**src/rtl/icf_pkg.sv**
```systemverilog
// Package: offsets, widths, reset values and carrier struct for the iso context flags
package icf_pkg;

	localparam int unsigned ICF_AW        = 8;
	localparam int unsigned ICF_DW        = 32;
	localparam int unsigned ICF_TX_N      = 8;
	localparam int unsigned ICF_RX_N      = 4;

	// Register byte addresses
	localparam logic [7:0] ICF_TX_EV_SET  = 8'h90;
	localparam logic [7:0] ICF_TX_EV_CLR  = 8'h94;
	localparam logic [7:0] ICF_TX_MK_SET  = 8'h98;
	localparam logic [7:0] ICF_TX_MK_CLR  = 8'h9C;
	localparam logic [7:0] ICF_RX_EV_SET  = 8'hA0;
	localparam logic [7:0] ICF_RX_EV_CLR  = 8'hA4;
	// Receive mask and block interrupt status/mask (own placement)
	localparam logic [7:0] ICF_RX_MK_SET  = 8'hA8;
	localparam logic [7:0] ICF_RX_MK_CLR  = 8'hAC;
	localparam logic [7:0] ICF_IRQ_STAT   = 8'hC0;
	localparam logic [7:0] ICF_IRQ_MASK   = 8'hC4;

	// Summary bit positions in the main event layout
	localparam int unsigned ICF_TX_SUM_BIT = 6;
	localparam int unsigned ICF_RX_SUM_BIT = 7;

	// Reset values
	localparam logic [7:0] ICF_TX_RST     = 8'h00;
	localparam logic [3:0] ICF_RX_RST     = 4'h0;
	localparam logic [1:0] ICF_IRQ_RST    = 2'h0;

	// Register bus request
	typedef struct packed {
		logic [7:0]  addr;
		logic [31:0] wdata;
		logic        wr;
		logic        rd;
	} icf_bus_s;

endpackage : icf_pkg

```
**src/rtl/icf_top.sv**
```systemverilog
// Top: iso context interrupt flags with register port and summary outputs
`timescale 1ns/100ps
`default_nettype none
module icf_top import icf_pkg::*; (
	input  wire logic        clock_i,      // 200 MHz clock
	input  wire logic        rst_b_i,      // Async reset, active low
	input  wire logic [7:0]  addr_i,       // Register byte address
	input  wire logic [31:0] wdata_i,      // Write data
	input  wire logic        wr_i,         // Write strobe
	input  wire logic        rd_i,         // Read strobe
	output logic      [31:0] rdata_o,      // Read data, cycle after rd_i
	input  wire logic [7:0]  tx_irq_i,     // Tx context irq on last-output done
	input  wire logic [3:0]  rx_irq_i,     // Rx context irq on input done
	output logic             tx_summary_irq_o, // Masked tx summary
	output logic             rx_summary_irq_o, // Masked rx summary
	output logic [7:0]       main_sum_o,   // Summaries at bits 6 and 7
	output logic             irq_o         // Block interrupt
);

	////////////////////////////////////////////////////////////////////////////
	// Bus decode

	icf_bus_s bus;
	assign bus = '{addr: addr_i, wdata: wdata_i, wr: wr_i, rd: rd_i};

	logic [7:0] tx_ev_set, tx_ev_clr, tx_mk_set, tx_mk_clr;
	logic [3:0] rx_ev_set, rx_ev_clr, rx_mk_set, rx_mk_clr;
	logic [1:0] st_clr_w;
	logic       mk_wr;

	// Write strobes per register, upper bits dropped
	always_comb begin
		tx_ev_set = '0;
		tx_ev_clr = '0;
		tx_mk_set = '0;
		tx_mk_clr = '0;
		rx_ev_set = '0;
		rx_ev_clr = '0;
		rx_mk_set = '0;
		rx_mk_clr = '0;
		st_clr_w  = '0;
		mk_wr     = 1'b0;
		if (bus.wr) begin
			if (bus.addr == ICF_TX_EV_SET) begin
				tx_ev_set = bus.wdata[7:0];
			end else if (bus.addr == ICF_TX_EV_CLR) begin
				tx_ev_clr = bus.wdata[7:0];
			end else if (bus.addr == ICF_TX_MK_SET) begin
				tx_mk_set = bus.wdata[7:0];
			end else if (bus.addr == ICF_TX_MK_CLR) begin
				tx_mk_clr = bus.wdata[7:0];
			end else if (bus.addr == ICF_RX_EV_SET) begin
				rx_ev_set = bus.wdata[3:0];
			end else if (bus.addr == ICF_RX_EV_CLR) begin
				rx_ev_clr = bus.wdata[3:0];
			end else if (bus.addr == ICF_RX_MK_SET) begin
				rx_mk_set = bus.wdata[3:0];
			end else if (bus.addr == ICF_RX_MK_CLR) begin
				rx_mk_clr = bus.wdata[3:0];
			end else if (bus.addr == ICF_IRQ_STAT) begin
				st_clr_w = bus.wdata[1:0];
			end else if (bus.addr == ICF_IRQ_MASK) begin
				mk_wr = 1'b1;
			end
		end
	end

	////////////////////////////////////////////////////////////////////////////
	// Context edges and flag banks

	logic [7:0] tx_rise, tx_ev, tx_mk;
	logic [3:0] rx_rise, rx_ev, rx_mk;

	icf_edge #(.N(ICF_TX_N)) u_tx_edge (
		.clock_i (clock_i),
		.rst_b_i (rst_b_i),
		.level_i (tx_irq_i),
		.rise_o  (tx_rise)
	);

	icf_edge #(.N(ICF_RX_N)) u_rx_edge (
		.clock_i (clock_i),
		.rst_b_i (rst_b_i),
		.level_i (rx_irq_i),
		.rise_o  (rx_rise)
	);

	// Tx flags set by last-output completion edges
	icf_flags #(.N(ICF_TX_N)) u_tx_flags (
		.clock_i  (clock_i),
		.rst_b_i  (rst_b_i),
		.hw_set_i (tx_rise),
		.ev_set_i (tx_ev_set),
		.ev_clr_i (tx_ev_clr),
		.mk_set_i (tx_mk_set),
		.mk_clr_i (tx_mk_clr),
		.event_o  (tx_ev),
		.mask_o   (tx_mk)
	);

	// Rx flags set by input completion edges
	icf_flags #(.N(ICF_RX_N)) u_rx_flags (
		.clock_i  (clock_i),
		.rst_b_i  (rst_b_i),
		.hw_set_i (rx_rise),
		.ev_set_i (rx_ev_set),
		.ev_clr_i (rx_ev_clr),
		.mk_set_i (rx_mk_set),
		.mk_clr_i (rx_mk_clr),
		.event_o  (rx_ev),
		.mask_o   (rx_mk)
	);

	////////////////////////////////////////////////////////////////////////////
	// Summaries, block status and read path

	logic        tx_sum, rx_sum;
	logic        tx_sum_q, rx_sum_q;
	logic [1:0]  irq_st, irq_mk;
	logic [1:0]  next_irq_st, next_irq_mk;
	logic [1:0]  sum_rise;
	logic [31:0] rd_mux, next_rdata;
	logic        next_tx_sum_o, next_rx_sum_o, next_irq;
	logic [7:0]  next_main;

	// Masked summaries
	assign tx_sum   = |(tx_ev & tx_mk);
	assign rx_sum   = |(rx_ev & rx_mk);
	assign sum_rise = {rx_sum & ~rx_sum_q, tx_sum & ~tx_sum_q};

	// Read mux, reserved bits zero
	always_comb begin
		rd_mux = 32'h0000_0000;
		if (bus.addr == ICF_TX_EV_SET) begin
			rd_mux = {24'h00_0000, tx_ev};
		end else if (bus.addr == ICF_TX_EV_CLR) begin
			rd_mux = {24'h00_0000, tx_ev & tx_mk};
		end else if (bus.addr == ICF_TX_MK_SET || bus.addr == ICF_TX_MK_CLR) begin
			rd_mux = {24'h00_0000, tx_mk};
		end else if (bus.addr == ICF_RX_EV_SET) begin
			rd_mux = {28'h000_0000, rx_ev};
		end else if (bus.addr == ICF_RX_EV_CLR) begin
			rd_mux = {28'h000_0000, rx_ev & rx_mk};
		end else if (bus.addr == ICF_RX_MK_SET || bus.addr == ICF_RX_MK_CLR) begin
			rd_mux = {28'h000_0000, rx_mk};
		end else if (bus.addr == ICF_IRQ_STAT) begin
			rd_mux = {30'h0, irq_st};
		end else if (bus.addr == ICF_IRQ_MASK) begin
			rd_mux = {30'h0, irq_mk};
		end
	end

	// Next state of status, mask and outputs
	always_comb begin
		next_irq_st   = (irq_st & ~st_clr_w) | sum_rise;
		next_irq_mk   = mk_wr ? bus.wdata[1:0] : irq_mk;
		next_rdata    = bus.rd ? rd_mux : 32'h0000_0000;
		next_tx_sum_o = tx_sum;
		next_rx_sum_o = rx_sum;
		next_main     = 8'h00;
		next_main[ICF_TX_SUM_BIT] = tx_sum;
		next_main[ICF_RX_SUM_BIT] = rx_sum;
		next_irq      = |(next_irq_st & next_irq_mk);
	end

	// Registers
	always_ff @(posedge clock_i or negedge rst_b_i) begin
		if (!rst_b_i) begin
			irq_st           <= ICF_IRQ_RST;
			irq_mk           <= ICF_IRQ_RST;
			tx_sum_q         <= 1'b0;
			rx_sum_q         <= 1'b0;
			rdata_o          <= 32'h0000_0000;
			tx_summary_irq_o <= 1'b0;
			rx_summary_irq_o <= 1'b0;
			main_sum_o       <= 8'h00;
			irq_o            <= 1'b0;
		end else begin
			irq_st           <= next_irq_st;
			irq_mk           <= next_irq_mk;
			tx_sum_q         <= tx_sum;
			rx_sum_q         <= rx_sum;
			rdata_o          <= next_rdata;
			tx_summary_irq_o <= next_tx_sum_o;
			rx_summary_irq_o <= next_rx_sum_o;
			main_sum_o       <= next_main;
			irq_o            <= next_irq;
		end
	end

	////////////////////////////////////////////////////////////////////////////
	// Assertions

	a_tx_edge_sets: assert property (@(posedge clock_i) disable iff (!rst_b_i)
		$rose(tx_irq_i[0]) |=> tx_ev[0]) else $error("tx edge did not set flag");

	a_clear_only_write: assert property (@(posedge clock_i) disable iff (!rst_b_i)
		(tx_ev[1] && !(bus.wr && bus.addr == ICF_TX_EV_CLR && bus.wdata[1])) |=> tx_ev[1])
		else $error("tx flag lost without clear");

	a_set_beats_clr: assert property (@(posedge clock_i) disable iff (!rst_b_i)
		(rx_rise[2] && bus.wr && bus.addr == ICF_RX_EV_CLR) |=> rx_ev[2])
		else $error("event lost on clear");

	a_tx_clr_read: assert property (@(posedge clock_i) disable iff (!rst_b_i)
		(bus.rd && bus.addr == ICF_TX_EV_CLR) |=> rdata_o == {24'h00_0000, $past(tx_ev & tx_mk)})
		else $error("tx clear read wrong");

	a_rx_clr_read: assert property (@(posedge clock_i) disable iff (!rst_b_i)
		(bus.rd && bus.addr == ICF_RX_EV_CLR) |=> rdata_o == {28'h000_0000, $past(rx_ev & rx_mk)})
		else $error("rx clear read wrong");

	a_tx_mask_read: assert property (@(posedge clock_i) disable iff (!rst_b_i)
		(bus.rd && bus.addr == ICF_TX_MK_CLR) |=> rdata_o == {24'h00_0000, $past(tx_mk)})
		else $error("tx mask read wrong");

	a_tx_summary: assert property (@(posedge clock_i) disable iff (!rst_b_i)
		##1 tx_summary_irq_o == $past(|(tx_ev & tx_mk))) else $error("tx summary wrong");

	a_rx_main_bit: assert property (@(posedge clock_i) disable iff (!rst_b_i)
		main_sum_o[7] == rx_summary_irq_o) else $error("rx main bit wrong");

	a_tx_main_bit: assert property (@(posedge clock_i) disable iff (!rst_b_i)
		main_sum_o[6] == tx_summary_irq_o) else $error("tx main bit wrong");

	a_tx_rsvd_zero: assert property (@(posedge clock_i) disable iff (!rst_b_i)
		$past(bus.rd && bus.addr == ICF_TX_EV_SET) |-> rdata_o[31:8] == 24'h00_0000)
		else $error("tx reserved nonzero");

	a_mask_write: assert property (@(posedge clock_i) disable iff (!rst_b_i)
		(bus.wr && bus.addr == ICF_TX_MK_SET) |=> (tx_mk & $past(bus.wdata[7:0])) == $past(bus.wdata[7:0]))
		else $error("tx mask set failed");

	// Clear writes drop every addressed mask bit
	a_tx_mask_clear: assert property (@(posedge clock_i) disable iff (!rst_b_i)
		(bus.wr && bus.addr == ICF_TX_MK_CLR) |=> (tx_mk & $past(bus.wdata[7:0])) == 8'h00)
		else $error("tx mask clear failed");

	// Mask moves only on a mask write; a stray change would reroute the summary
	a_tx_mask_stable: assert property (@(posedge clock_i) disable iff (!rst_b_i)
		!(bus.wr && (bus.addr == ICF_TX_MK_SET || bus.addr == ICF_TX_MK_CLR))
		|=> $stable(tx_mk))
		else $error("tx mask changed without a write");

	// Both mask addresses read the one stored mask
	a_tx_mask_set_read: assert property (@(posedge clock_i) disable iff (!rst_b_i)
		(bus.rd && bus.addr == ICF_TX_MK_SET) |=> rdata_o == {24'h00_0000, $past(tx_mk)})
		else $error("tx mask read at set address wrong");

	// Set addresses show the raw flags, mask ignored
	a_tx_set_read: assert property (@(posedge clock_i) disable iff (!rst_b_i)
		(bus.rd && bus.addr == ICF_TX_EV_SET) |=> rdata_o == {24'h00_0000, $past(tx_ev)})
		else $error("tx set read wrong");

	a_rx_set_read: assert property (@(posedge clock_i) disable iff (!rst_b_i)
		(bus.rd && bus.addr == ICF_RX_EV_SET) |=> rdata_o == {28'h000_0000, $past(rx_ev)})
		else $error("rx set read wrong");

	// Zero bits of a set write leave flags alone; only an edge may add one
	a_zero_write_keeps: assert property (@(posedge clock_i) disable iff (!rst_b_i)
		(bus.wr && bus.addr == ICF_TX_EV_SET && bus.wdata[7:0] == 8'h00)
		|=> (tx_ev & ~$past(tx_rise)) == ($past(tx_ev) & ~$past(tx_rise)))
		else $error("zero set write changed a flag");

	// Receive reads keep the unused upper bits at zero
	a_rx_rsvd_zero: assert property (@(posedge clock_i) disable iff (!rst_b_i)
		$past(bus.rd && (bus.addr == ICF_RX_EV_SET || bus.addr == ICF_RX_EV_CLR))
		|-> rdata_o[31:4] == 28'h000_0000)
		else $error("rx reserved nonzero");

	// Receive summary trails the masked flags by one cycle
	a_rx_summary: assert property (@(posedge clock_i) disable iff (!rst_b_i)
		##1 rx_summary_irq_o == $past(|(rx_ev & rx_mk))) else $error("rx summary wrong");

	// Only bits 6 and 7 of the main layout belong to this block
	a_main_spare_zero: assert property (@(posedge clock_i) disable iff (!rst_b_i)
		main_sum_o[5:0] == 6'h00) else $error("main spare bits nonzero");

	// An all-clear mask keeps the summary quiet whatever the flags hold
	a_tx_no_mask_quiet: assert property (@(posedge clock_i) disable iff (!rst_b_i)
		(tx_mk == 8'h00) |=> !tx_summary_irq_o) else $error("tx summary without mask");
	a_rx_no_mask_quiet: assert property (@(posedge clock_i) disable iff (!rst_b_i)
		(rx_mk == 4'h0) |=> !rx_summary_irq_o) else $error("rx summary without mask");

	////////////////////////////////////////////////////////////////////////////
	// Per-context assertions, one copy per context

	// Transmit contexts: edge sets, nothing but a clear write takes it away
	for (genvar gi = 0; gi < ICF_TX_N; gi++) begin : g_tx_chk
		a_tx_ctx_set: assert property (@(posedge clock_i) disable iff (!rst_b_i)
			$rose(tx_irq_i[gi]) |=> tx_ev[gi])
			else $error("tx context edge did not set its flag");
		a_tx_ctx_hold: assert property (@(posedge clock_i) disable iff (!rst_b_i)
			(tx_ev[gi] && !tx_ev_clr[gi]) |=> tx_ev[gi])
			else $error("tx context flag lost without clear");
		a_tx_ctx_clear: assert property (@(posedge clock_i) disable iff (!rst_b_i)
			(tx_ev_clr[gi] && !tx_rise[gi] && !tx_ev_set[gi]) |=> !tx_ev[gi])
			else $error("tx context flag survived clear");
		// A level held high must not look like a fresh edge
		a_tx_ctx_once: assert property (@(posedge clock_i) disable iff (!rst_b_i)
			$past(tx_irq_i[gi]) |-> !tx_rise[gi])
			else $error("held tx level gave a second edge");
	end

	// Receive contexts: same flag behaviour on the input side
	for (genvar gj = 0; gj < ICF_RX_N; gj++) begin : g_rx_chk
		a_rx_ctx_set: assert property (@(posedge clock_i) disable iff (!rst_b_i)
			$rose(rx_irq_i[gj]) |=> rx_ev[gj])
			else $error("rx context edge did not set its flag");
		a_rx_ctx_hold: assert property (@(posedge clock_i) disable iff (!rst_b_i)
			(rx_ev[gj] && !rx_ev_clr[gj]) |=> rx_ev[gj])
			else $error("rx context flag lost without clear");
		a_rx_ctx_clear: assert property (@(posedge clock_i) disable iff (!rst_b_i)
			(rx_ev_clr[gj] && !rx_rise[gj] && !rx_ev_set[gj]) |=> !rx_ev[gj])
			else $error("rx context flag survived clear");
		// A level held high must not look like a fresh edge
		a_rx_ctx_once: assert property (@(posedge clock_i) disable iff (!rst_b_i)
			$past(rx_irq_i[gj]) |-> !rx_rise[gj])
			else $error("held rx level gave a second edge");
	end

	c_tx_event: cover property (@(posedge clock_i) disable iff (!rst_b_i) $rose(tx_summary_irq_o));
	c_rx_event: cover property (@(posedge clock_i) disable iff (!rst_b_i) $rose(rx_summary_irq_o));
	c_irq_out:  cover property (@(posedge clock_i) disable iff (!rst_b_i) $rose(irq_o));
	c_clr_read: cover property (@(posedge clock_i) disable iff (!rst_b_i)
		bus.rd && bus.addr == ICF_TX_EV_CLR && |(tx_ev & tx_mk));
	c_set_clr_clash: cover property (@(posedge clock_i) disable iff (!rst_b_i)
		|rx_rise && bus.wr && bus.addr == ICF_RX_EV_CLR);

endmodule : icf_top
`default_nettype wire

```
**src/rtl/icf_edge.sv**
```systemverilog
// Rising edge detector on same-clock context interrupt lines
`timescale 1ns/100ps
`default_nettype none
module icf_edge import icf_pkg::*; #(
	parameter int unsigned N = 8
) (
	input  wire logic         clock_i,  // Clock
	input  wire logic         rst_b_i,  // Async reset, active low
	input  wire logic [N-1:0] level_i,  // Context interrupt levels
	output logic      [N-1:0] rise_o    // One-cycle rise pulses
);

	logic [N-1:0] prev;
	logic [N-1:0] next_prev;

	// Next value of delayed level
	always_comb begin
		next_prev = level_i;
	end

	// Delayed copy
	always_ff @(posedge clock_i or negedge rst_b_i) begin
		if (!rst_b_i) begin
			prev <= '0;
		end else begin
			prev <= next_prev;
		end
	end

	// Pulse on asserting edge
	assign rise_o = level_i & ~prev;

endmodule : icf_edge
`default_nettype wire

```
**src/rtl/icf_flags.sv**
```systemverilog
// Set/clear flag and mask bank for one direction of contexts
`timescale 1ns/100ps
`default_nettype none
module icf_flags import icf_pkg::*; #(
	parameter int unsigned N = 8
) (
	input  wire logic         clock_i,   // Clock
	input  wire logic         rst_b_i,   // Async reset, active low
	input  wire logic [N-1:0] hw_set_i,  // Hardware event pulses
	input  wire logic [N-1:0] ev_set_i,  // Software event set bits
	input  wire logic [N-1:0] ev_clr_i,  // Software event clear bits
	input  wire logic [N-1:0] mk_set_i,  // Mask set bits
	input  wire logic [N-1:0] mk_clr_i,  // Mask clear bits
	output logic      [N-1:0] event_o,   // Event flags
	output logic      [N-1:0] mask_o     // Mask bits
);

	logic [N-1:0] next_event;
	logic [N-1:0] next_mask;

	// Per-bit set-wins update
	always_comb begin
		next_event = (event_o & ~ev_clr_i) | hw_set_i | ev_set_i;
		next_mask  = (mask_o & ~mk_clr_i) | mk_set_i;
	end

	// Flag storage
	always_ff @(posedge clock_i or negedge rst_b_i) begin
		if (!rst_b_i) begin
			event_o <= '0;
			mask_o  <= '0;
		end else begin
			event_o <= next_event;
			mask_o  <= next_mask;
		end
	end

endmodule : icf_flags
`default_nettype wire

```
**config.mk**
```make
export PLATFORM = sky130hd
export DESIGN_NAME = icf_top
export DESIGN_NICKNAME = d
export VERILOG_FILES = /design/src/rtl/icf_pkg.sv /design/src/rtl/icf_top.sv /design/src/rtl/icf_edge.sv /design/src/rtl/icf_flags.sv
export SDC_FILE = /design/constraint.sdc
export NUM_CORES = 1
export LEC_CHECK = 0
export BUFFER_PORTS_ARGS = -buffer_cell sky130_fd_sc_hd__buf_2
export CORE_MARGIN = 2
export CORE_UTILIZATION = 30
export CTS_BUF_LIST = sky130_fd_sc_hd__clkbuf_4 sky130_fd_sc_hd__clkbuf_8
export DETAILED_ROUTE_END_ITERATION = 8
export PLACE_DENSITY = 0.57
export SLEW_MARGIN = 20
export SYNTH_ARGS = -nofsm -noshare
export SYNTH_HDL_FRONTEND = slang
export SYNTH_SLANG_ARGS = --single-unit
```
**constraint.sdc**
```tcl
create_clock -name clock_i -period 1.6 [get_ports clock_i]
set_clock_uncertainty 0.1 [all_clocks]
set_input_delay 0.16 -clock clock_i [delete_from_list [all_inputs] [get_ports clock_i]]
set_output_delay 0.16 -clock clock_i [all_outputs]
set_load 0.05 [all_outputs]
```
### After elaboration in Yosys (flattened, before gate mapping)

Index checks and enable logic that the tools add are counted.

| operators by class | value |
|---|---|
| eq/ne operators | 10 |
| mux-type cells | 75 |
| bitwise logic cells | 28 |
| reductions and logical operators | 5 |

Operator list:

| operator | count |
|---|---|
| $mux W8 | 17 |
| $mux W4 | 33 |
| $eq A8 B8 Y1 const B | 10 |
| $and A8 B8 Y8 | 4 |
| $mux W32 | 1 |
| $mux W2 | 13 |
| $not A8 Y8 | 3 |
| $or A8 B8 Y8 | 3 |
| $and A4 B4 Y4 | 4 |
| $not A4 Y4 | 3 |
| $or A4 B4 Y4 | 3 |
| $mux W1 | 11 |
| $reduce_or A8 Y1 | 1 |
| $and A2 B2 Y2 | 2 |
| $reduce_or A4 Y1 | 1 |
| $and A1 B1 Y1 | 2 |
| $logic_or A1 B1 Y1 | 2 |
| $not A1 Y1 | 2 |
| $not A2 Y2 | 1 |
| $or A2 B2 Y2 | 1 |
| $reduce_or A2 Y1 | 1 |

| storage, ports and cells | value |
|---|---|
| flip-flop bits (word level) | 77 |
| bits of input ports | 56 |
| output and inout bits | 43 |
| logic and storage cells | 131 |

### Logic depth before layout (Yosys ltp)

Gate-level depths: netlist (run 1).

| depth | value |
|---|---|
| depth after elaboration | 16 |
| depth in mapped cells | 6 |
| depth with buffers taken out | 4 |

### Modules after synthesis

A second synthesis (run 1) with hierarchy kept.

| second synthesis, totals | value |
|---|---|
| cell total of the unflattened synthesis | 317 |
| area, all modules | 2,885.3 um^2 |

By module, submodules not included:

| module | instances | cells each | area an instance (um^2) | sequential area each (um^2) |
|---|---|---|---|---|
| icf_top | 1 | 209 | 1,534.0 | 375.4 |
| icf_flags (u_tx_flags) | 1 | 56 | 590.6 | 400.4 |
| icf_edge (u_tx_edge) | 1 | 16 | 310.3 | 200.2 |
| icf_flags (u_rx_flags) | 1 | 28 | 295.3 | 200.2 |
| icf_edge (u_rx_edge) | 1 | 8 | 155.1 | 100.1 |

### Worst setup path before layout (run 1)

No wires, ideal clock.

| path | value |
|---|---|
| kind | in2reg |
| start point | input port addr_i[2] |
| end point | register irq_o |
| library setup time | 0.121 ns |
| data arrival time | 1.334 ns |
| data required time | 1.379 ns |
| setup slack | 0.045 ns |
| stages | 5 |
| path buffers | 1 |
| path through | buf_4 nor4b_4 nand3_2 mux2_4 a22o_1 |

| between the ends | value |
|---|---|
| elaborated cells between the ends (all ways) | 37 |
| classes of those cells | eq/ne: 10; mux: 22; bitwise: 4; reduce/logical: 1 |

RTL lines:

| item | line | text |
|---|---|---|
| from (decl) | icf_top.sv:7 | `input wire logic [7:0] addr_i,` |
| $eq A8 B8 Y1 | icf_top.sv:62 | `end else if (bus.addr == ICF_IRQ_MASK) begin` |
| $mux W1 | icf_top.sv:62 |  |
| $mux W1 | icf_top.sv:60 | `end else if (bus.addr == ICF_IRQ_STAT) begin` |
| $mux W1 | icf_top.sv:58 | `end else if (bus.addr == ICF_RX_MK_CLR) begin` |
| $mux W1 | icf_top.sv:56 | `end else if (bus.addr == ICF_RX_MK_SET) begin` |
| $mux W1 | icf_top.sv:54 | `end else if (bus.addr == ICF_RX_EV_CLR) begin` |
| $mux W1 | icf_top.sv:52 | `end else if (bus.addr == ICF_RX_EV_SET) begin` |
| $mux W1 | icf_top.sv:50 | `end else if (bus.addr == ICF_TX_MK_CLR) begin` |
| $mux W1 | icf_top.sv:48 | `end else if (bus.addr == ICF_TX_MK_SET) begin` |
| $mux W1 | icf_top.sv:46 | `end else if (bus.addr == ICF_TX_EV_CLR) begin` |
| $mux W1 * | icf_top.sv:44 | `if (bus.addr == ICF_TX_EV_SET) begin` |
| $mux W1 * | icf_top.sv:43 | `if (bus.wr) begin` |
| $mux W2 * | icf_top.sv:156 | `next_irq_mk = mk_wr ? bus.wdata[1:0] : irq_mk;` |
| via next_irq_mk[0] | icf_top.sv:120 | `logic [1:0] next_irq_st, next_irq_mk;` |
| $and A2 B2 Y2 * | icf_top.sv:163 | `next_irq = \|(next_irq_st & next_irq_mk);` |
| $reduce_or A2 Y1 * | icf_top.sv:163 |  |
| via next_irq | icf_top.sv:123 | `logic next_tx_sum_o, next_rx_sum_o, next_irq;` |
| to (signal assigned) | icf_top.sv:187 | `irq_o <= next_irq;` |
| to (decl) | icf_top.sv:17 | `output logic irq_o` |

The timed path passes the listed nets; every way through them passes the cells marked *.

### Final worst setup path (run 1)

| path | value |
|---|---|
| start point | register u_tx_flags.event_o[2] |
| end point | register irq_o |

| between the ends | value |
|---|---|
| word-level cells in the longest chain between the ends | 6 |

Ends and longest elaborated chain:

| item | line | text |
|---|---|---|
| from (decl) | icf_flags.sv:14 | `output logic [N-1:0] event_o,` |
| from (signal assigned) | icf_flags.sv:33 | `event_o <= next_event;` |
| $and A8 B8 Y8 | icf_top.sv:127 | `assign tx_sum = \|(tx_ev & tx_mk);` |
| $reduce_or A8 Y1 | icf_top.sv:127 |  |
| $and A1 B1 Y1 | icf_top.sv:129 | `assign sum_rise = {rx_sum & ~rx_sum_q, tx_sum & ~tx_sum_q};` |
| $or A2 B2 Y2 | icf_top.sv:155 | `next_irq_st = (irq_st & ~st_clr_w) \| sum_rise;` |
| via next_irq_st[0] | icf_top.sv:120 |  |
| $and A2 B2 Y2 | icf_top.sv:163 |  |
| $reduce_or A2 Y1 | icf_top.sv:163 |  |
| via next_irq | icf_top.sv:123 |  |

The timed path passes the listed nets, and every way through them passes these cells.

==> flow_summary.json, run 1 <==
{
  "final_cell_mix": "dfrtp_1 (51), buf_2 (44), buf_4 (31)",
  "nFillCells": 898,
  "maxCapViolCount": 0,
  "arrival_ps": 1600,
  "clk_path_buf_depth": 2,
  "dp_hpwl_um": 4955,
  "grt-ovfl-total": 0,
  "rsz0062_at_grt": "false",
  "h-tree-depth": 2,
  "final_common_cell": "dfrtp_1",
  "cp_num_buf_inv": 0,
  "netlist-cell-type-count": 43,
  "ys.flop_type": "dfrtp_1",
  "dieWidth_um": 98.30,
  "place_inst": 434,
  "finalCritPeriodShare_pct": 93.64,
  "critical_path_class": "reg2reg",
  "syn_to_final_growth_pct": 25.80,
  "synthArstFlopShare_pct": 100.0,
  "drv_slew": 0,
  "cts.sinks": 51,
  "hold_path.class": "in2reg",
  "first_pass_iters": 4,
  "core_area_sq_um": 8678,
  "seq_area_frac_synth_pct": 47.84,
  "crit_path_top_delay_cell": "dfrtp_1",
  "cp_slowest_stage_delay_ps": 430,
  "required_ps": 1700,
  "max-vdd-ir-drop_uv": 377.7,
  "p_per_area_nw_per_um2": 845.0,
  "drc": 0,
  "ys_warn_count": 0,
  "worstSetupStartpointType": "register",
  "num-nets-final": 402,
  "antenna_found_initial": 0,
  "route.vias.total": 2185,
  "cts-buffers-inserted": 5,
  "dieArea_sq_um": 9662,
  "synth_cells": 262,
  "track_usage_pct": 14.31,
  "tritoncts": "yes",
  "drive_gt1_share_pct": 27.95,
  "postRouteAntennaNets": 0,
  "diodes": 0,
  "grt_pass1_vias": 2122,
  "synth_seq_cells": 51,
  "path_cells": "a22oi_1 -> and4_1 -> o2bb2ai_1 -> a22o_1",
  "syn_avg_cell_area_sq_um": 10.18,
  "port_buffers": 44,
  "std_cell_rows": 34,
  "tns_ps": 0,
  "syn-cell-area_sq_um": 2668,
  "clkTransAtPathRegs_ps": 100,
  "max_freq_ghz": 0.6674,
  "drtIter0Drc": 155,
  "whs_ps": 9.833,
  "grt_start_max_net_pins": 52,
  "critPathTopFamily": "compound AO/OA/AOI/OAI gates",
  "io_pins": 99,
  "layout.cells.non_filler": 455,
  "setup_viol": 0,
  "wire_per_inst_um": 14.70,
  "p_leak_nw": 1.582,
  "crit_fanout": 4,
  "cp-end-kind": "register",
  "clock_latency_ps": 310,
  "start_util_pct": 30.74,
  "layout_min_cycle_time_ps": 1498,
  "viasPerCell": 4.802,
  "fp.dieH_um": 98.30,
  "status": "finished, final reports clean",
  "gp_congestion": 0.9057,
  "synth_edf_count": 0,
  "finalHoldViolations": 0,
  "totalWireLength_um": 6687,
  "grt_pass1_wl_um": 10990,
  "cts_root_buf": "clkbuf_8"
}
cells in the mapped netlist (5+ instances only):
| cell | instances | area [sq um] |
|---|---|---|
| and3_1 | 7 | 43.79 |
| a21oi_1 | 6 | 30.03 |
| o21ai_0 | 22 | 110.1 |
| dfrtp_1 | 51 | 1276 |
| a22oi_1 | 5 | 37.54 |
| a221o_1 | 7 | 70.07 |
| inv_1 | 17 | 63.81 |
| o221ai_1 | 5 | 43.79 |
| a21boi_0 | 10 | 75.07 |
| nand2_1 | 28 | 105.1 |
| nand4_1 | 10 | 62.56 |
| buf_4 | 33 | 247.7 |
where the power goes:
part | leakage, nW | internal, mW | switching (mW)
clock network | 0.0612 | 0.507 | 0.443
registers | 0.593 | 1.33 | 0.0273
logic | 0.927 | 0.147 | 0.378
total | 1.58 | 1.99 | 0.848
cells by family (layout without fill, tap and decap cells):
group | after synthesis | in the layout | share of synthesized area [%]
AOI/OAI and AO/OA | 75 | 75 | 19.84
buffers and inverters | 58 | 114 | 12.99
DFF | 51 | 51 | 47.84
muxes | 9 | 9 | 3.752
other | 1 | 30 | 0.1406
and+or+nand+nor | 68 | 68 | 15.43
worst register-to-register path: stages, from the launching register on:
cell	delay [ps]
dfrtp_1	430
a22oi_1	240
and4_1	290
o2bb2ai_1	130
a22o_1	220
metal layers:
metal	track usage [%]	vias up	wire length (um)
met4	3.267	0	46
met3	2.792	5	389
met1	20.81	1053	3204
met5	0	-	0
li1	-	1057	-
met2	22.14	70	3047
final cells by class:
type	count	area [sq um]	share of cell area, %
sequential	51	1276	38.03
multi-input combinational	182	1160	34.56
timing repair buffer	89	603.1	17.97
tap	108	135.1	4.027
clock buffer	6	82.58	2.461
inverter	17	63.81	1.902
clock inverter	2	35.03	1.044
path summary, 6_finish.rpt:
check,slack (ps),start,cells after the start,end
max,100,u_tx_flags.event_o[2],4,irq_o
max in group asynchronous,890,rst_b_i,3,u_rx_flags.mask_o[0]
min,10,wdata_i[7],2,u_tx_flags.event_o[7]
min reg2reg,380,u_rx_edge.prev[3],1,u_rx_flags.event_o[3]
min in group asynchronous,250,rst_b_i,3,main_sum_o[6]
max reg2reg,100,u_tx_flags.event_o[2],4,irq_o
repair_timing:
item / in CTS / in global routing
resized for setup: 0 / 1
setup buffers: 0 / 0
endpoints found under the hold margin: 68 / 0
setup endpoints to repair: 0 / 1
hold buffers: 13 / 0
registers in the layout (all words and copies together) (netlist names):
signal              flops
irq_o                   1
u_tx_edge.prev          8
u_tx_flags.event_o      8
main_sum_o              2
irq_st                  2
rdata_o                 8
u_rx_flags.event_o      4
u_rx_edge.prev          4
u_rx_flags.mask_o       4
irq_mk                  2
u_tx_flags.mask_o       8
through the flow:
| step | total power [mW] | instance area (sq um) | utilization, % | setup slack [ps] |
|---|---|---|---|---|
| after global routing | 2.952 | 3356 | 38.67 | 47.18 |
| final | 2.835 | 3356 | 38.67 | 101.7 |
| after global placement | 1.883 | 3102 | 35.74 | -152.1 |
| after CTS | 2.859 | 3349 | 38.60 | 89.87 |
| after detailed placement | 1.888 | 3102 | 35.74 | -176.6 |
| after floorplan | 1.766 | 2776 | - | 45.24 |
Power figures use the tool's default switching activity.
==> run 2, diff against run 1 <==
Settings changed: PLACE_DENSITY 0.57 to 0.56, SYNTH_HIERARCHICAL set to 1.
==> run 2 against run 1 <==
Compared with the run above:
- the flow now finishes with violations (negative setup slack)
- hold slack improved by 54 ps
- final area rose by 8.7%
- utilization rose by 0.63 points
- largest power group unchanged
==> flow_summary.json, run 2 <==
{
  "synthXorXnorAreaFrac_pct": 0,
  "route.vias.total": 2436,
  "std_cell_rows": 35,
  "crit_fanout": 2,
  "max_freq_ghz": 0.6033,
  "wire_per_inst_um": 13.53,
  "grt_util_met3_pct": 2.257,
  "critPathTopFamily": "compound AO/OA/AOI/OAI gates",
  "diodes": 0,
  "fp.dieH_um": 102.1,
  "seq_area_frac_synth_pct": 44.23,
  "rsz0062_at_grt": "true",
  "syn-cell-area_sq_um": 2885,
  "arrival_ps": 1760,
  "totalWireLength_um": 7237,
  "final_cell_mix": "nor2_1 (56), dfrtp_1 (51), buf_2 (44)",
  "max-vdd-ir-drop_uv": 301.5,
  "tritoncts": "yes",
  "cts_root_buf": "clkbuf_8",
  "ys_warn_count": 6,
  "synth.mux.area_fraction_pct": 1.605,
  "clkTransAtPathRegs_ps": 100,
  "synth_top_family_by_area": "simple AND/OR/NAND/NOR gates",
  "viasPerCell": 4.553,
  "fin_util_pct": 39.30,
  "dpl-instance-area_sq_um": 3376,
  "globalRouteMet2Util_pct": 25.15,
  "grt_pass1_wl_um": 11930,
  "cp-end-kind": "register",
  "synth_top_area_share_pct": 44.23,
  "synth.top_cells.by_area": "dfrtp_1 (44%), buf_4 (8.6%), nor2_1 (7.3%)",
  "worstSetupStartpointType": "register",
  "h-tree-depth": 2,
  "synth_cells": 317,
  "start_util_pct": 31.08,
  "first_pass_iters": 4,
  "p_per_area_nw_per_um2": 805.7,
  "antenna_found_initial": 0,
  "port_buffers": 44,
  "stdcell_area_sq_um": 3649,
  "dieWidth_um": 102.1,
  "ys_top_cells_by_count": "nor2_1 (56), dfrtp_1 (51), buf_4 (33)",
  "clk_path_buf_depth": 2,
  "grt_pass1_vias": 2345,
  "violations": "negative setup slack",
  "required_ps": 1700,
  "drive_gt1_share_pct": 28.08,
  "synthArstFlopShare_pct": 100.0,
  "synth-adder-area-share_pct": 0,
  "path_cells": "a22o_1 -> a221oi_2 -> and3_4 -> a2bb2oi_4 -> a2bb2o_4",
  "cp_num_buf_inv": 0,
  "yosys.area.top_type": "dfrtp_1",
  "clock_latency_ps": 310,
  "busiest_layer": "met2",
  "ys.flop_type": "dfrtp_1",
  "final_common_cell": "nor2_1",
  "track_usage_pct": 14.84,
  "synth_edf_count": 0,
  "syn_avg_cell_area_sq_um": 9.102,
  "setup_ws_ps": -57.60,
  "status": "finished with violations",
  "synth_compound_area_share_pct": 15.05,
  "layout_min_cycle_time_ps": 1658,
  "dieArea_sq_um": 10420,
  "cts-buffers-inserted": 5,
  "core_area_sq_um": 9284,
  "syn_to_final_growth_pct": 26.45,
  "cts.sinks": 51,
  "finalHoldViolations": 0,
  "nFillCells": 975,
  "io_pins": 99,
  "tns_ps": -57.60,
  "yosys.area_share.simple_pct": 25.37,
  "hold_path.class": "in2reg",
  "maxCapViolCount": 0,
  "yosysMostFrequentCell": "nor2_1",
  "cp_slowest_stage_delay_ps": 400,
  "dp_hpwl_um": 5336,
  "grt_start_max_net_pins": 52,
  "drv_slew": 0,
  "setup_viol": 1,
  "drtIter0Drc": 174,
  "gp_congestion": 0.9034,
  "synth_seq_cells": 51,
  "grt-ovfl-total": 0,
  "crit_path_top_delay_cell": "dfrtp_1",
  "grtUsageMet1_pct": 19.61,
  "critical_path_class": "reg2reg",
  "finalCritPeriodShare_pct": 103.6,
  "p_leak_nw": 1.867,
  "postRouteAntennaNets": 0,
  "drc": 0,
  "num-nets-final": 461,
  "netlist-cell-type-count": 48
}
[run 2: changes by cell type after synthesis, sizes merged, moves of 4 or more]
cell | previous run | this run
nand4 | 10 | 2
a21o | 2 | 13
nand2 | 28 | 18
nand3 | 2 | 12
and3 | 7 | 11
nor2 | 3 | 56
a221o | 7 | 0
inv | 17 | 30
a21boi | 10 | 0
nor2b | 2 | 16
[run 2: metrics by stage]
stage	cells	hold slack [ps]	setup WS, ps	power [mW]
CTS	534	59.19	-39.81	2.966
finish	535	64.07	-57.60	2.940
detailed placement	513	76.18	-96.87	1.993
global placement	513	71.66	-87.05	1.990
floorplan	346	-235.6	21.21	1.867
global route	535	75.13	-138.9	3.094
[run 2: cell type report]
type / instances / area (sq um) / share of cell area (%)
multi-input cells: 225 / 1348 / 36.93
flip-flops and latches: 51 / 1276 / 34.98
repair buffers: 92 / 638.1 / 17.49
well taps: 129 / 161.4 / 4.424
inverters: 30 / 112.6 / 3.086
clock buffers: 5 / 68.82 / 1.886
clock inverters: 3 / 43.79 / 1.200
[run 2: metal layers]
metal	vias up	wire length (um)
met5	-	0
met4	0	82
met3	6	341
met2	76	3507
met1	1183	3306
li1	1171	-
[run 2: final timing paths]
check | from | end | slack [ps] | depth (start not counted)
setup / recovery | u_tx_flags/mask_o[4] | irq_o | -60 | 5
hold / removal | wdata_i[0] | irq_mk[0] | 60 | 3
setup reg to reg | u_tx_flags/mask_o[4] | irq_o | -60 | 5
hold reg to reg | main_sum_o[7] | irq_st[1] | 410 | 1
max in group asynchronous | rst_b_i | irq_st[1] | 900 | 3
min in group asynchronous | rst_b_i | u_tx_edge/prev[5] | 270 | 3
[run 2: what timing repair did]
item / in CTS / in global routing
setup endpoints to repair: 2 / 2
resized for setup: 3 / 0
buffers inserted: 0 / 1
hold buffers: 13 / 0
pin swaps: 2 / 2
endpoints found under the hold margin: 63 / 0
[run 2: worst min-delay path, stage by stage]
cell and delay, ps:
buf_2 120, mux2i_1 100, inv_1 60
[run 2: cells by family after synthesis]
| logic type | Yosys count |
|---|---|
| AOI/OAI and AO/OA | 61 |
| buffers and inverters | 70 |
| DFF | 51 |
| muxes | 4 |
| other | 1 |
| and+or+nand+nor | 130 |
[run 2: power breakdown]
part           switching, mW  total (mW)  internal, mW  leakage, nW
clock network          0.457       0.924         0.467       0.0581
logic                  0.425       0.640         0.215         1.20
registers             0.0393        1.38          1.34        0.607
total                  0.921        2.94          2.02         1.87
